==> src/serial_port_zero_regs.vh <==
`ifndef SERIAL_PORT_ZERO_REGS_VH
`define SERIAL_PORT_ZERO_REGS_VH

// Register indices (byte address is four times the index)
`define IDX_PORT_CONTROL     8'h98
`define IDX_PORT_DATA_BUFFER 8'h99
`define IDX_OWN_SLAVE_ADDR   8'ha9
`define IDX_ADDRESS_MASK     8'hb9
`define IDX_POWER_CONTROL    8'h87

// Control register fields
`define CTL_MODE_HI   7
`define CTL_MODE_LO   6
`define CTL_FILTER    5
`define CTL_RX_EN     4
`define CTL_TX9       3
`define CTL_RX9       2
`define CTL_TX_DONE   1
`define CTL_RX_DONE   0

// Power control fields
`define PWR_FE_SEL    6
`define PWR_M2_FAST   7

// Reset values
`define RST_BYTE      8'h00

// Clock dividers, in system clocks per bit
`define DIV_M0_SLOW   12'd12
`define DIV_M0_FAST   12'd4
`define DIV_M2_SLOW   12'd64
`define DIV_M2_FAST   12'd32

// Mode codes
`define MODE_SYNC     2'b00
`define MODE_ASYNC10  2'b01
`define MODE_FIXED11  2'b10
`define MODE_ASYNC11  2'b11

`endif

==> src/bit_rate_gen.v <==
`timescale 1ns/100ps
// Bit tick generator: one pulse every div_i enabled clocks
module bit_rate_gen #(
	parameter WIDTH = 12
) (
	input  wire             clk_i,
	input  wire             rst_i,
	input  wire             ce_i,
	input  wire             restart_i,
	input  wire [WIDTH-1:0] div_i,
	output reg              tick_o
);
	reg [WIDTH-1:0] cnt_q;

	// Restart keeps frame bit cells aligned to the start event
	always @(posedge clk_i) begin
		if (rst_i) begin
			cnt_q  <= {WIDTH{1'b0}};
			tick_o <= 1'b0;
		end else if (ce_i) begin
			if (restart_i || cnt_q >= div_i - {{(WIDTH-1){1'b0}}, 1'b1}) begin
				cnt_q  <= {WIDTH{1'b0}};
				tick_o <= ~restart_i;
			end else begin
				cnt_q  <= cnt_q + {{(WIDTH-1){1'b0}}, 1'b1};
				tick_o <= 1'b0;
			end
		end else begin
			tick_o <= 1'b0;
		end
	end
endmodule

==> src/serial_port_zero.v <==
// The Wishbone register port was chosen for this implementation.
`timescale 1ns/100ps
`include "serial_port_zero_regs.vh"

////////////////////////////////////////////////////////////////////////////////
// Overview of operation
// - Top bit: mode high or framing error
// - Two mode bits select four frame modes
// - Modes 2/3 filter: ninth bit zero suppressed
// - Mode 1 filter: need valid stop bit
// - Mode 0 clock divides by 12 or 4
// - Receive only while receive enable set
// - Modes 2/3 send software ninth bit
// - Capture ninth bit or stop bit
// - Transmit done timing, software clears
// - Receive done timing, software clears
// - Data buffer: read receive, write transmit
// - Slave address used for recognition
// - Masked compare; zero mask matches all
module serial_port_zero #(
	parameter DIV_WIDTH = 12
) (
	// System
	input  wire           CLK_I,
	input  wire           SRST_I,
	input  wire           CE_I,
	// Wishbone slave
	input  wire           CYC_I,
	input  wire           STB_I,
	input  wire           WE_I,
	input  wire [9:0]     ADR_I,
	input  wire [3:0]     SEL_I,
	input  wire [31:0]    DAT_I,
	output reg  [31:0]    DAT_O,
	output reg            ACK_O,
	output reg            ERR_O,
	// Variable bit rate, clocks per bit for modes 1 and 3
	input  wire [11:0]    RATE_DIV_I,
	// Serial line
	input  wire           RXD_I,
	output reg            RXD_O,
	output reg            RXD_OE_N_O,
	output reg            TXD_O,
	// Interrupt request
	output reg            IRQ_O
);
	////////////////////////////////////////////////////////////////////////////
	// Registers
	reg [7:0]  ctl_q;
	reg [7:0]  tx_buf_q;
	reg [7:0]  rx_buf_q;
	reg [7:0]  own_slave_address_q;
	reg [7:0]  mask_q;
	reg [7:0]  pwr_q;
	reg        fe_q;
	reg        mode_hi_q;
	// With framing errors selected the top control bit reads the flag, while
	// the mode bit it shadows keeps its last written value

	wire       fe_sel = pwr_q[`PWR_FE_SEL];
	wire [1:0] mode   = {mode_hi_q, ctl_q[`CTL_MODE_LO]};
	wire       m0     = (mode == `MODE_SYNC);
	wire       nine   = mode[1];

	////////////////////////////////////////////////////////////////////////////
	// Bus decode
	// A request is not taken again while its answer stands, so a master
	// that keeps the strobe up through the ack edge gets one answer only
	wire       req     = CYC_I & STB_I & ~ACK_O & ~ERR_O;
	wire [7:0] idx     = ADR_I[9:2];
	wire       hit_ctl = idx == `IDX_PORT_CONTROL;
	wire       hit_buf = idx == `IDX_PORT_DATA_BUFFER;
	wire       hit_sa  = idx == `IDX_OWN_SLAVE_ADDR;
	wire       hit_msk = idx == `IDX_ADDRESS_MASK;
	wire       hit_pwr = idx == `IDX_POWER_CONTROL;
	wire       mapped  = hit_ctl | hit_buf | hit_sa | hit_msk | hit_pwr;
	wire       wr      = req & mapped & WE_I & SEL_I[0] & CE_I;
	wire       wr_ctl  = wr & hit_ctl;
	wire       wr_buf  = wr & hit_buf;
	// Byte lanes other than lane 0 are ignored; the registers are one byte

	////////////////////////////////////////////////////////////////////////////
	// Bit clock selection
	// The two frame engines share one selected rate but keep their own timers
	reg  [11:0] div;
	// mode 0 rate follows the filter bit; mode 2 rate fixed 64 or 32
	// Limitation: the variable rate must be at least two clocks per bit,
	// or the half-bit start check would sample on the falling edge itself
	always @* begin
		case (mode)
		`MODE_SYNC:    div = ctl_q[`CTL_FILTER] ? `DIV_M0_FAST : `DIV_M0_SLOW;
		`MODE_FIXED11: div = pwr_q[`PWR_M2_FAST] ? `DIV_M2_FAST : `DIV_M2_SLOW;
		default:       div = RATE_DIV_I;
		endcase
	end

	////////////////////////////////////////////////////////////////////////////
	// Transmitter
	localparam TX_IDLE = 3'b001;
	localparam TX_SEND = 3'b010;
	localparam TX_STOP = 3'b100;
	reg  [2:0]  tx_st_q;
	reg  [10:0] tx_sh_q;
	reg  [3:0]  tx_cnt_q;
	reg         tx_set;
	wire        tx_tick;

	bit_rate_gen #(.WIDTH(12)) u_tx_rate (
		.clk_i     (CLK_I),
		.rst_i     (SRST_I),
		.ce_i      (CE_I),
		.restart_i (wr_buf),
		.div_i     (div),
		.tick_o    (tx_tick)
	);

	// Frame is shifted LSB first; async frames carry start, data, ninth in modes 2/3 only, stop
	// The rate counter restarts on the buffer write, so the first bit cell
	// runs one clock longer than the rest; far nodes resync on the start edge
	always @(posedge CLK_I) begin
		if (SRST_I) begin
			tx_st_q  <= TX_IDLE;
			tx_sh_q  <= 11'h7ff;
			tx_cnt_q <= 4'h0;
			tx_set   <= 1'b0;
		end else if (CE_I) begin
			tx_set <= 1'b0;
			if (wr_buf) begin
				tx_st_q <= TX_SEND;
				if (m0) begin
					tx_sh_q  <= {3'h7, DAT_I[7:0]};
					tx_cnt_q <= 4'd8;
				end else if (nine) begin
					tx_sh_q  <= {1'b1, ctl_q[`CTL_TX9], DAT_I[7:0], 1'b0};
					tx_cnt_q <= 4'd10;
				end else begin
					tx_sh_q  <= {2'h3, DAT_I[7:0], 1'b0};
					tx_cnt_q <= 4'd9;
				end
			end else begin
				case (tx_st_q)
				TX_IDLE: tx_sh_q <= 11'h7ff;
				TX_SEND: begin
					if (tx_tick) begin
						tx_sh_q  <= {1'b1, tx_sh_q[10:1]};
						tx_cnt_q <= tx_cnt_q - 4'h1;
						if (tx_cnt_q == 4'h1) begin
							// Mode 0 ends after bit 8; others enter stop bit
							tx_set  <= 1'b1;
							tx_st_q <= m0 ? TX_IDLE : TX_STOP;
						end
					end
				end
				// Stop bit runs a full cell before the line is free again
				TX_STOP: if (tx_tick) tx_st_q <= TX_IDLE;
				default: tx_st_q <= TX_IDLE;
				endcase
			end
		end
	end

	////////////////////////////////////////////////////////////////////////////
	// Receiver: mode 0 shifts on own clock; async samples at bit centres
	localparam RX_IDLE  = 4'b0001;
	localparam RX_START = 4'b0010;
	localparam RX_DATA  = 4'b0100;
	localparam RX_STOP  = 4'b1000;
	reg  [3:0]  rx_st_q;
	reg  [8:0]  rx_sh_q;
	reg  [3:0]  rx_cnt_q;
	reg  [11:0] rx_tmr_q;
	reg         rx_prev_q;
	reg         rx_set;
	reg         rx_ninth;
	reg         fe_set;
	wire [11:0] half = {1'b0, div[11:1]};
	wire        addr_ok = ((rx_sh_q[7:0] ^ own_slave_address_q) & mask_q) == 8'h00;
	wire        rx_fall = rx_prev_q & ~RXD_I;

	// Disabling reception drops any frame in progress; the flags and the
	// receive register keep what the last complete frame left there

	always @(posedge CLK_I) begin
		if (SRST_I) begin
			rx_st_q   <= RX_IDLE;
			rx_sh_q   <= 9'h000;
			rx_cnt_q  <= 4'h0;
			rx_tmr_q  <= 12'h000;
			rx_prev_q <= 1'b1;
			rx_set    <= 1'b0;
			rx_ninth  <= 1'b0;
			fe_set    <= 1'b0;
			rx_buf_q  <= `RST_BYTE;
		end else if (CE_I) begin
			rx_prev_q <= RXD_I;
			rx_set    <= 1'b0;
			fe_set    <= 1'b0;
			if (!ctl_q[`CTL_RX_EN]) begin
				rx_st_q <= RX_IDLE;
			end else begin
				case (rx_st_q)
				RX_IDLE: begin
					rx_tmr_q <= 12'h000;
					// Mode 0 waits for software to clear the receive done flag before shifting
					if (m0 && !ctl_q[`CTL_RX_DONE]) begin
						rx_st_q  <= RX_DATA;
						rx_cnt_q <= 4'd8;
					end else if (!m0 && rx_fall) begin
						rx_st_q <= RX_START;
					end
				end
				RX_START: begin
					rx_tmr_q <= rx_tmr_q + 12'h001;
					if (rx_tmr_q >= half) begin
						rx_tmr_q <= 12'h000;
						// A start bit that is high again was a glitch
						rx_st_q  <= RXD_I ? RX_IDLE : RX_DATA;
						rx_cnt_q <= nine ? 4'd9 : 4'd8;
					end
				end
				RX_DATA: begin
					rx_tmr_q <= rx_tmr_q + 12'h001;
					if (rx_tmr_q >= div - 12'h001) begin
						rx_tmr_q <= 12'h000;
						rx_cnt_q <= rx_cnt_q - 4'h1;
						// Async data is sampled at bit centres, one full cell apart
						if (m0 || !nine)
							rx_sh_q <= {1'b0, RXD_I, rx_sh_q[7:1]};
						else
							rx_sh_q <= {RXD_I, rx_sh_q[8:1]};
						if (rx_cnt_q == 4'h1) begin
							if (m0) begin
								rx_buf_q <= {RXD_I, rx_sh_q[7:1]};
								rx_set   <= 1'b1;
								rx_st_q  <= RX_IDLE;
							end else begin
								rx_st_q <= RX_STOP;
							end
						end
					end
				end
				RX_STOP: begin
					rx_tmr_q <= rx_tmr_q + 12'h001;
					// Centre of the stop bit is halfway through its time
					if (rx_tmr_q >= div - 12'h001) begin
						rx_st_q <= RX_IDLE;
						fe_set  <= ~RXD_I;
						if (nine) begin
							if (!ctl_q[`CTL_FILTER] || (rx_sh_q[8] && addr_ok)) begin
								rx_buf_q <= rx_sh_q[7:0];
								rx_ninth <= rx_sh_q[8];
								rx_set   <= 1'b1;
							end
						end else if (!ctl_q[`CTL_FILTER] || RXD_I) begin
							rx_buf_q <= rx_sh_q[7:0];
							rx_ninth <= RXD_I;
							rx_set   <= 1'b1;
						end
					end
				end
				default: rx_st_q <= RX_IDLE;
				endcase
			end
		end
	end

	////////////////////////////////////////////////////////////////////////////
	// Register writes; hardware set beats software clear
	// A control write and a flag event in one cycle keep the flag,
	// so software never loses an event it has not yet seen
	always @(posedge CLK_I) begin
		if (SRST_I) begin
			ctl_q     <= `RST_BYTE;
			tx_buf_q  <= `RST_BYTE;
			own_slave_address_q   <= `RST_BYTE;
			mask_q    <= `RST_BYTE;
			pwr_q     <= `RST_BYTE;
			fe_q      <= 1'b0;
			mode_hi_q <= 1'b0;
		end else if (CE_I) begin
			if (wr_ctl) begin
				ctl_q <= DAT_I[7:0];
				if (fe_sel)
					fe_q <= DAT_I[`CTL_MODE_HI];
				else
					mode_hi_q <= DAT_I[`CTL_MODE_HI];
			end
			if (wr_buf) tx_buf_q <= DAT_I[7:0];
			if (wr & hit_sa) own_slave_address_q <= DAT_I[7:0];
			if (wr & hit_msk) mask_q <= DAT_I[7:0];
			if (wr & hit_pwr) pwr_q <= DAT_I[7:0];
			if (fe_set) fe_q <= 1'b1;
			if (tx_set) ctl_q[`CTL_TX_DONE] <= 1'b1;
			if (rx_set) ctl_q[`CTL_RX_DONE] <= 1'b1;
			if (rx_set) ctl_q[`CTL_RX9] <= m0 ? ctl_q[`CTL_RX9] : rx_ninth;
		end
	end

	////////////////////////////////////////////////////////////////////////////
	// Read mux, acknowledge, outputs
	// Reads have no side effects: flags clear only by an explicit write
	reg [7:0] rd;
	always @* begin
		rd = 8'h00;
		if (hit_ctl) rd = {fe_sel ? fe_q : mode_hi_q, ctl_q[6:0]};
		if (hit_buf) rd = rx_buf_q;
		if (hit_sa)  rd = own_slave_address_q;
		if (hit_msk) rd = mask_q;
		if (hit_pwr) rd = pwr_q;
	end

	// Every output is registered; the line and request lag state by one clock
	// One wait-free answer; unmapped addresses get an error
	always @(posedge CLK_I) begin
		if (SRST_I) begin
			DAT_O      <= 32'h0000_0000;
			ACK_O      <= 1'b0;
			ERR_O      <= 1'b0;
			TXD_O      <= 1'b1;
			RXD_O      <= 1'b1;
			RXD_OE_N_O <= 1'b1;
			IRQ_O      <= 1'b0;
		end else if (CE_I) begin
			ACK_O <= req & mapped;
			ERR_O <= req & ~mapped;
			DAT_O <= {24'h000000, rd};
			IRQ_O <= ctl_q[`CTL_TX_DONE] | ctl_q[`CTL_RX_DONE];
			// Mode 0: data on the bidirectional line, shift clock on TXD
			if (m0 && tx_st_q == TX_SEND) begin
				RXD_O      <= tx_sh_q[0];
				RXD_OE_N_O <= 1'b0;
				TXD_O      <= ~tx_tick;
			end else if (m0 && rx_st_q == RX_DATA) begin
				// Mode 0 receive also drives the shift clock, one low per bit
				RXD_O      <= 1'b1;
				RXD_OE_N_O <= 1'b1;
				TXD_O      <= (rx_tmr_q != div - 12'h001);
			end else begin
				RXD_O      <= 1'b1;
				RXD_OE_N_O <= 1'b1;
				TXD_O      <= m0 ? 1'b1 : tx_sh_q[0];
			end
		end
	end
endmodule

==> config.mk <==
export PLATFORM = sky130hd
export DESIGN_NAME = serial_port_zero
export DESIGN_NICKNAME = d
export VERILOG_FILES = /design/src/bit_rate_gen.v /design/src/serial_port_zero.v
export VERILOG_INCLUDE_DIRS = /design/src /design/src/src
export SDC_FILE = /design/constraint.sdc
export NUM_CORES = 1
export LEC_CHECK = 0
export ABC_AREA = 1
export BUFFER_PORTS_ARGS = -buffer_cell sky130_fd_sc_hd__clkbuf_2
export CAP_MARGIN = 20
export CORE_MARGIN = 2
export CORE_UTILIZATION = 59
export CTS_CLUSTER_SIZE = 40
export DETAILED_ROUTE_END_ITERATION = 12
export PLACE_DENSITY_LB_ADDON = 0.15
export SETUP_SLACK_MARGIN = 0.3
export SLEW_MARGIN = 20
export SYNTH_ARGS = -nofsm -noshare
export SYNTH_HDL_FRONTEND = slang
export SYNTH_HIERARCHICAL = 1
export SYNTH_SLANG_ARGS = --single-unit
export TNS_END_PERCENT = 1
==> constraint.sdc <==
create_clock -name CLK_I -period 3.7 [get_ports CLK_I]
set_input_delay 0.185 -clock CLK_I [delete_from_list [all_inputs] [get_ports CLK_I]]
set_output_delay 0.185 -clock CLK_I [all_outputs]
set_load 0.02 [all_outputs]
==> metrics.txt <==
hold path cells=3; max-slew headroom at the worst pin=0.3160; initial drt markers=about 550; Pre-antenna DRT Iters=6; DP Wirelength=13170 um; Netlist Area Pre-Place=0.007641 mm^2; endpoints failing hold=0; Clk pwr share=0.520; # setup viols final=0; Yosys cell types=slightly below 50; vias in the first global route=roughly 6700; Async SR Flop Fraction=0; max_cap viols=0; latest clock arrival within the worst-skew pair=about 420 ps; XOR/XNOR Fraction of Synth Area=0.03783; Tmin final=approximately 3300 ps; status=finished clean; min-delay src=DAT_I[7]; root buffer cell=clkbuf_16; largest net degree at the start of global routing=a little over 70; commonest non-fill, non-tap cell in the layout=nand2_1; drt total wl=19030 um; Psw=around 0.72 mW; yosys warns=6; PD cells=between 300 and 400 mW/mm^2; most used flip-flop cell after synthesis=dfxtp_1; flops & latches, synth=between 100 and 150; Sequential Power Share=0.423; area share of and/or/nand/nor cells after synthesis=0.2903; DIE AREA=around 0.014 mm^2; DRT antenna net count=0; Adder-Cell Fraction of Synth Area=0.06386; Worst Path Required=roughly 4000 ps; combinational share of power=0.057; Reg2Reg Depth=21; gr usage total=0.2761; Post-synth EDFFs=0; Int Power=~2.4 mW; mux cell area share after synthesis=0.001310; critical path class=flip-flop to flip-flop; Switching Share=0.2318; worst slew pin tran=between 1000 and 1500 ps; top cell type's share of synthesized area=0.3118; endpoint class of the critical path=flip-flop; number of buffers created by CTS=17; first-pass GRT wire length=about 31000 um; Post-route DRC=0; layout cells sized above 1=0.1373; Fin Setup TNS=0 ps; Leakage=between 3 and 4 nW; chip height=around 120 um; Synth area leaders=dfxtp_1, nand2_1, inv_1, a21oi_1, ha_1; clk buf depth=2; Placer Congestion=0.8651; sequential area share after synthesis=0.3118; Max VDD drop=slightly below 0.4 mV; compound-gate portion of the synthesized area=0.1636; period utilization=0.8787; via count=around 7200; Avg WL per Cell=about 14 um; reg2reg start=ctl_q[6]; post-route setup slack=about 450 ps; Syn Inst Count=roughly 1100; Via density=around 5.3; most frequent cells in the layout=nand2_1, inv_1, dfxtp_1, a21oi_1, nor2_1; Max FO, Critical Path=8; Post-Syn Area per Cell=just under 7 um^2; core area=~0.013 mm^2; leading area contributor after synthesis=dfxtp_1; final slew viol count=0; main combinational cell family by area after synthesis=simple AND/OR/NAND/NOR gates; GRT Residual Overflow=0; clock skew=approximately 7 ps; I/O Pins=103; clk slew on worst S/H paths=approximately 60 ps; CTS H-tree depth=4; clock sinks=119; Final Util=0.6794; Min-Delay Endpoint=fe_q; initial antenna violation count=0; initial cell density of the core=0.6055; Post-DP Area=between 0.007 and 0.008 mm^2; Core Rows=41; Syn-to-layout area delta=12.20%; antenna fix cells=0; Worst setup SP type=flip-flop; reg2reg end=rx_buf_q[0]; Die Wd=between 100 and 150 um; NumNets Final=between 1000 and 1500; Max Clock Freq=307.6 MHz; Worst EP arrival=about 3600 ps; DP Worst Slack=154.6 ps; RSZ-0062 raised after global routing=yes; Tot Pwr=~3.1 mW; Hold WC Path Type=input pin to flip-flop; FF-to-FF setup slack=between 400 and 500 ps; Buffers on Ports=49; fin area=~0.0086 mm^2; TritonCTS clock tree=done
## synth_stat cells (3+ instances only)
library cell  number
a21oi_1          114
buf_2             10
buf_4             26
buf_6              5
clkbuf_1          18
clkinv_1           3
dfxtp_1          119
ha_1              39
inv_1            157
inv_2              7
nand2_1          234
nand2_2           12
nand2_4            5
nand3_1           61
nand3_2           11
nand3b_1           3
nand4_1           16
nor2_1           100
nor2_2             6
nor2_4             8
nor3_1            11
nor4_1             3
o211ai_1           9
o21ai_0           72
o21ai_1            8
o221ai_1           3
o22ai_1           11
xnor2_1           14
xor2_1            19
## critical path, stage by stage, from the launching register on
cell	delay, ps
dfxtp_4	410
clkinv_4	110
o21ai_4	180
nand2_2	100
nor2_4	130
nand2_2	100
nor2_4	140
nand4_2	120
nor2_2	110
xor2_1	80
ha_1	290
nand2_1	50
inv_1	60
nand3_1	120
a21oi_1	190
nor2_2	70
and2_4	170
nor2_4	190
buf_12	160
nand3_4	130
nor2_1	160
nor2_1	60
## power by group through the flow
stage | registers [mW] | logic, mW | clock network (mW)
floorplan | 1.33 | 0.135 | 0
global placement | 1.33 | 0.170 | 0
detailed placement | 1.33 | 0.173 | 0
CTS | 1.31 | 0.174 | 1.62
global route | 1.31 | 0.196 | 1.68
finish | 1.31 | 0.177 | 1.61
## logic make-up after synthesis
group           count (synthesis)
simple gates                  480
compound gates                231
buf+inv                       227
flops                         119
fa+ha+maj                      39
xor+xnor                       33
other cells                     1
mux                             1
## state kept, by name, summed over array words and instances (netlist names), 3 cells and up
| signal | cells |
|---|---|
| own_slave_address_q | 8 |
| ctl_q | 7 |
| tx_st_q | 3 |
| tx_sh_q | 10 |
| rx_cnt_q | 4 |
| tx_cnt_q | 4 |
| rx_tmr_q | 12 |
| rx_st_q | 4 |
| mask_q | 8 |
| rx_sh_q | 9 |
| rx_buf_q | 8 |
| pwr_q | 8 |
| u_tx_rate/cnt_q | 12 |
| DAT_O | 8 |
## what timing repair did
action	CTS	global route
gates cloned	0	3
buffers inserted	0	3
resized for setup	3	20
endpoints found under the setup margin	34	39
pin swaps	0	4
hold buffers	0	0
## how the worst max path moves through the flow
stage	from	end	slack, ps	cells after the start
final	ctl_q[6]	rx_buf_q[0]	450	21
after global routing	ctl_q[6]	rx_buf_q[0]	220	22
after CTS	ctl_q[6]	rx_tmr_q[11]	300	21
after detailed placement	ctl_q[6]	rx_sh_q[2]	150	20
after global placement	ctl_q[6]	rx_sh_q[3]	250	20
after floorplan	ctl_q[6]	rx_sh_q[7]	770	23
## layout make-up
type / instances / area, um^2
sequential: 119 / 2387
clock inverter: 8 / 100.1
fill: 1165 / 4046
inverter: 167 / 631.9
tap: 172 / 215.2
timing repair buffer: 61 / 347.8
multi-input combinational: 811 / 4420
clock buffer: 21 / 470.5
## metrics by stage
stage	hold slack, ps	instances
6_report	97.84	1359
5_1_grt	113.3	1359
4_1_cts	96.58	1353
3_5_place_dp	445.6	1324
3_3_place_gp	439.7	1324
2_1_floorplan	325.8	1154
## per-layer routing
layer / share of wire / routed length (um) / vias to the layer above / GRT usage
met2: 0.48 / 9096 / 225 / 0.4644
met1: 0.45 / 8493 / 3222 / 0.3535
li1: - / - / 3709 / -
met4: 0.019 / 367 / 0 / 0.09714
met5: 0 / 0 / - / 0
met3: 0.057 / 1076 / 36 / 0.05281
(Power assumes the default switching activity.)
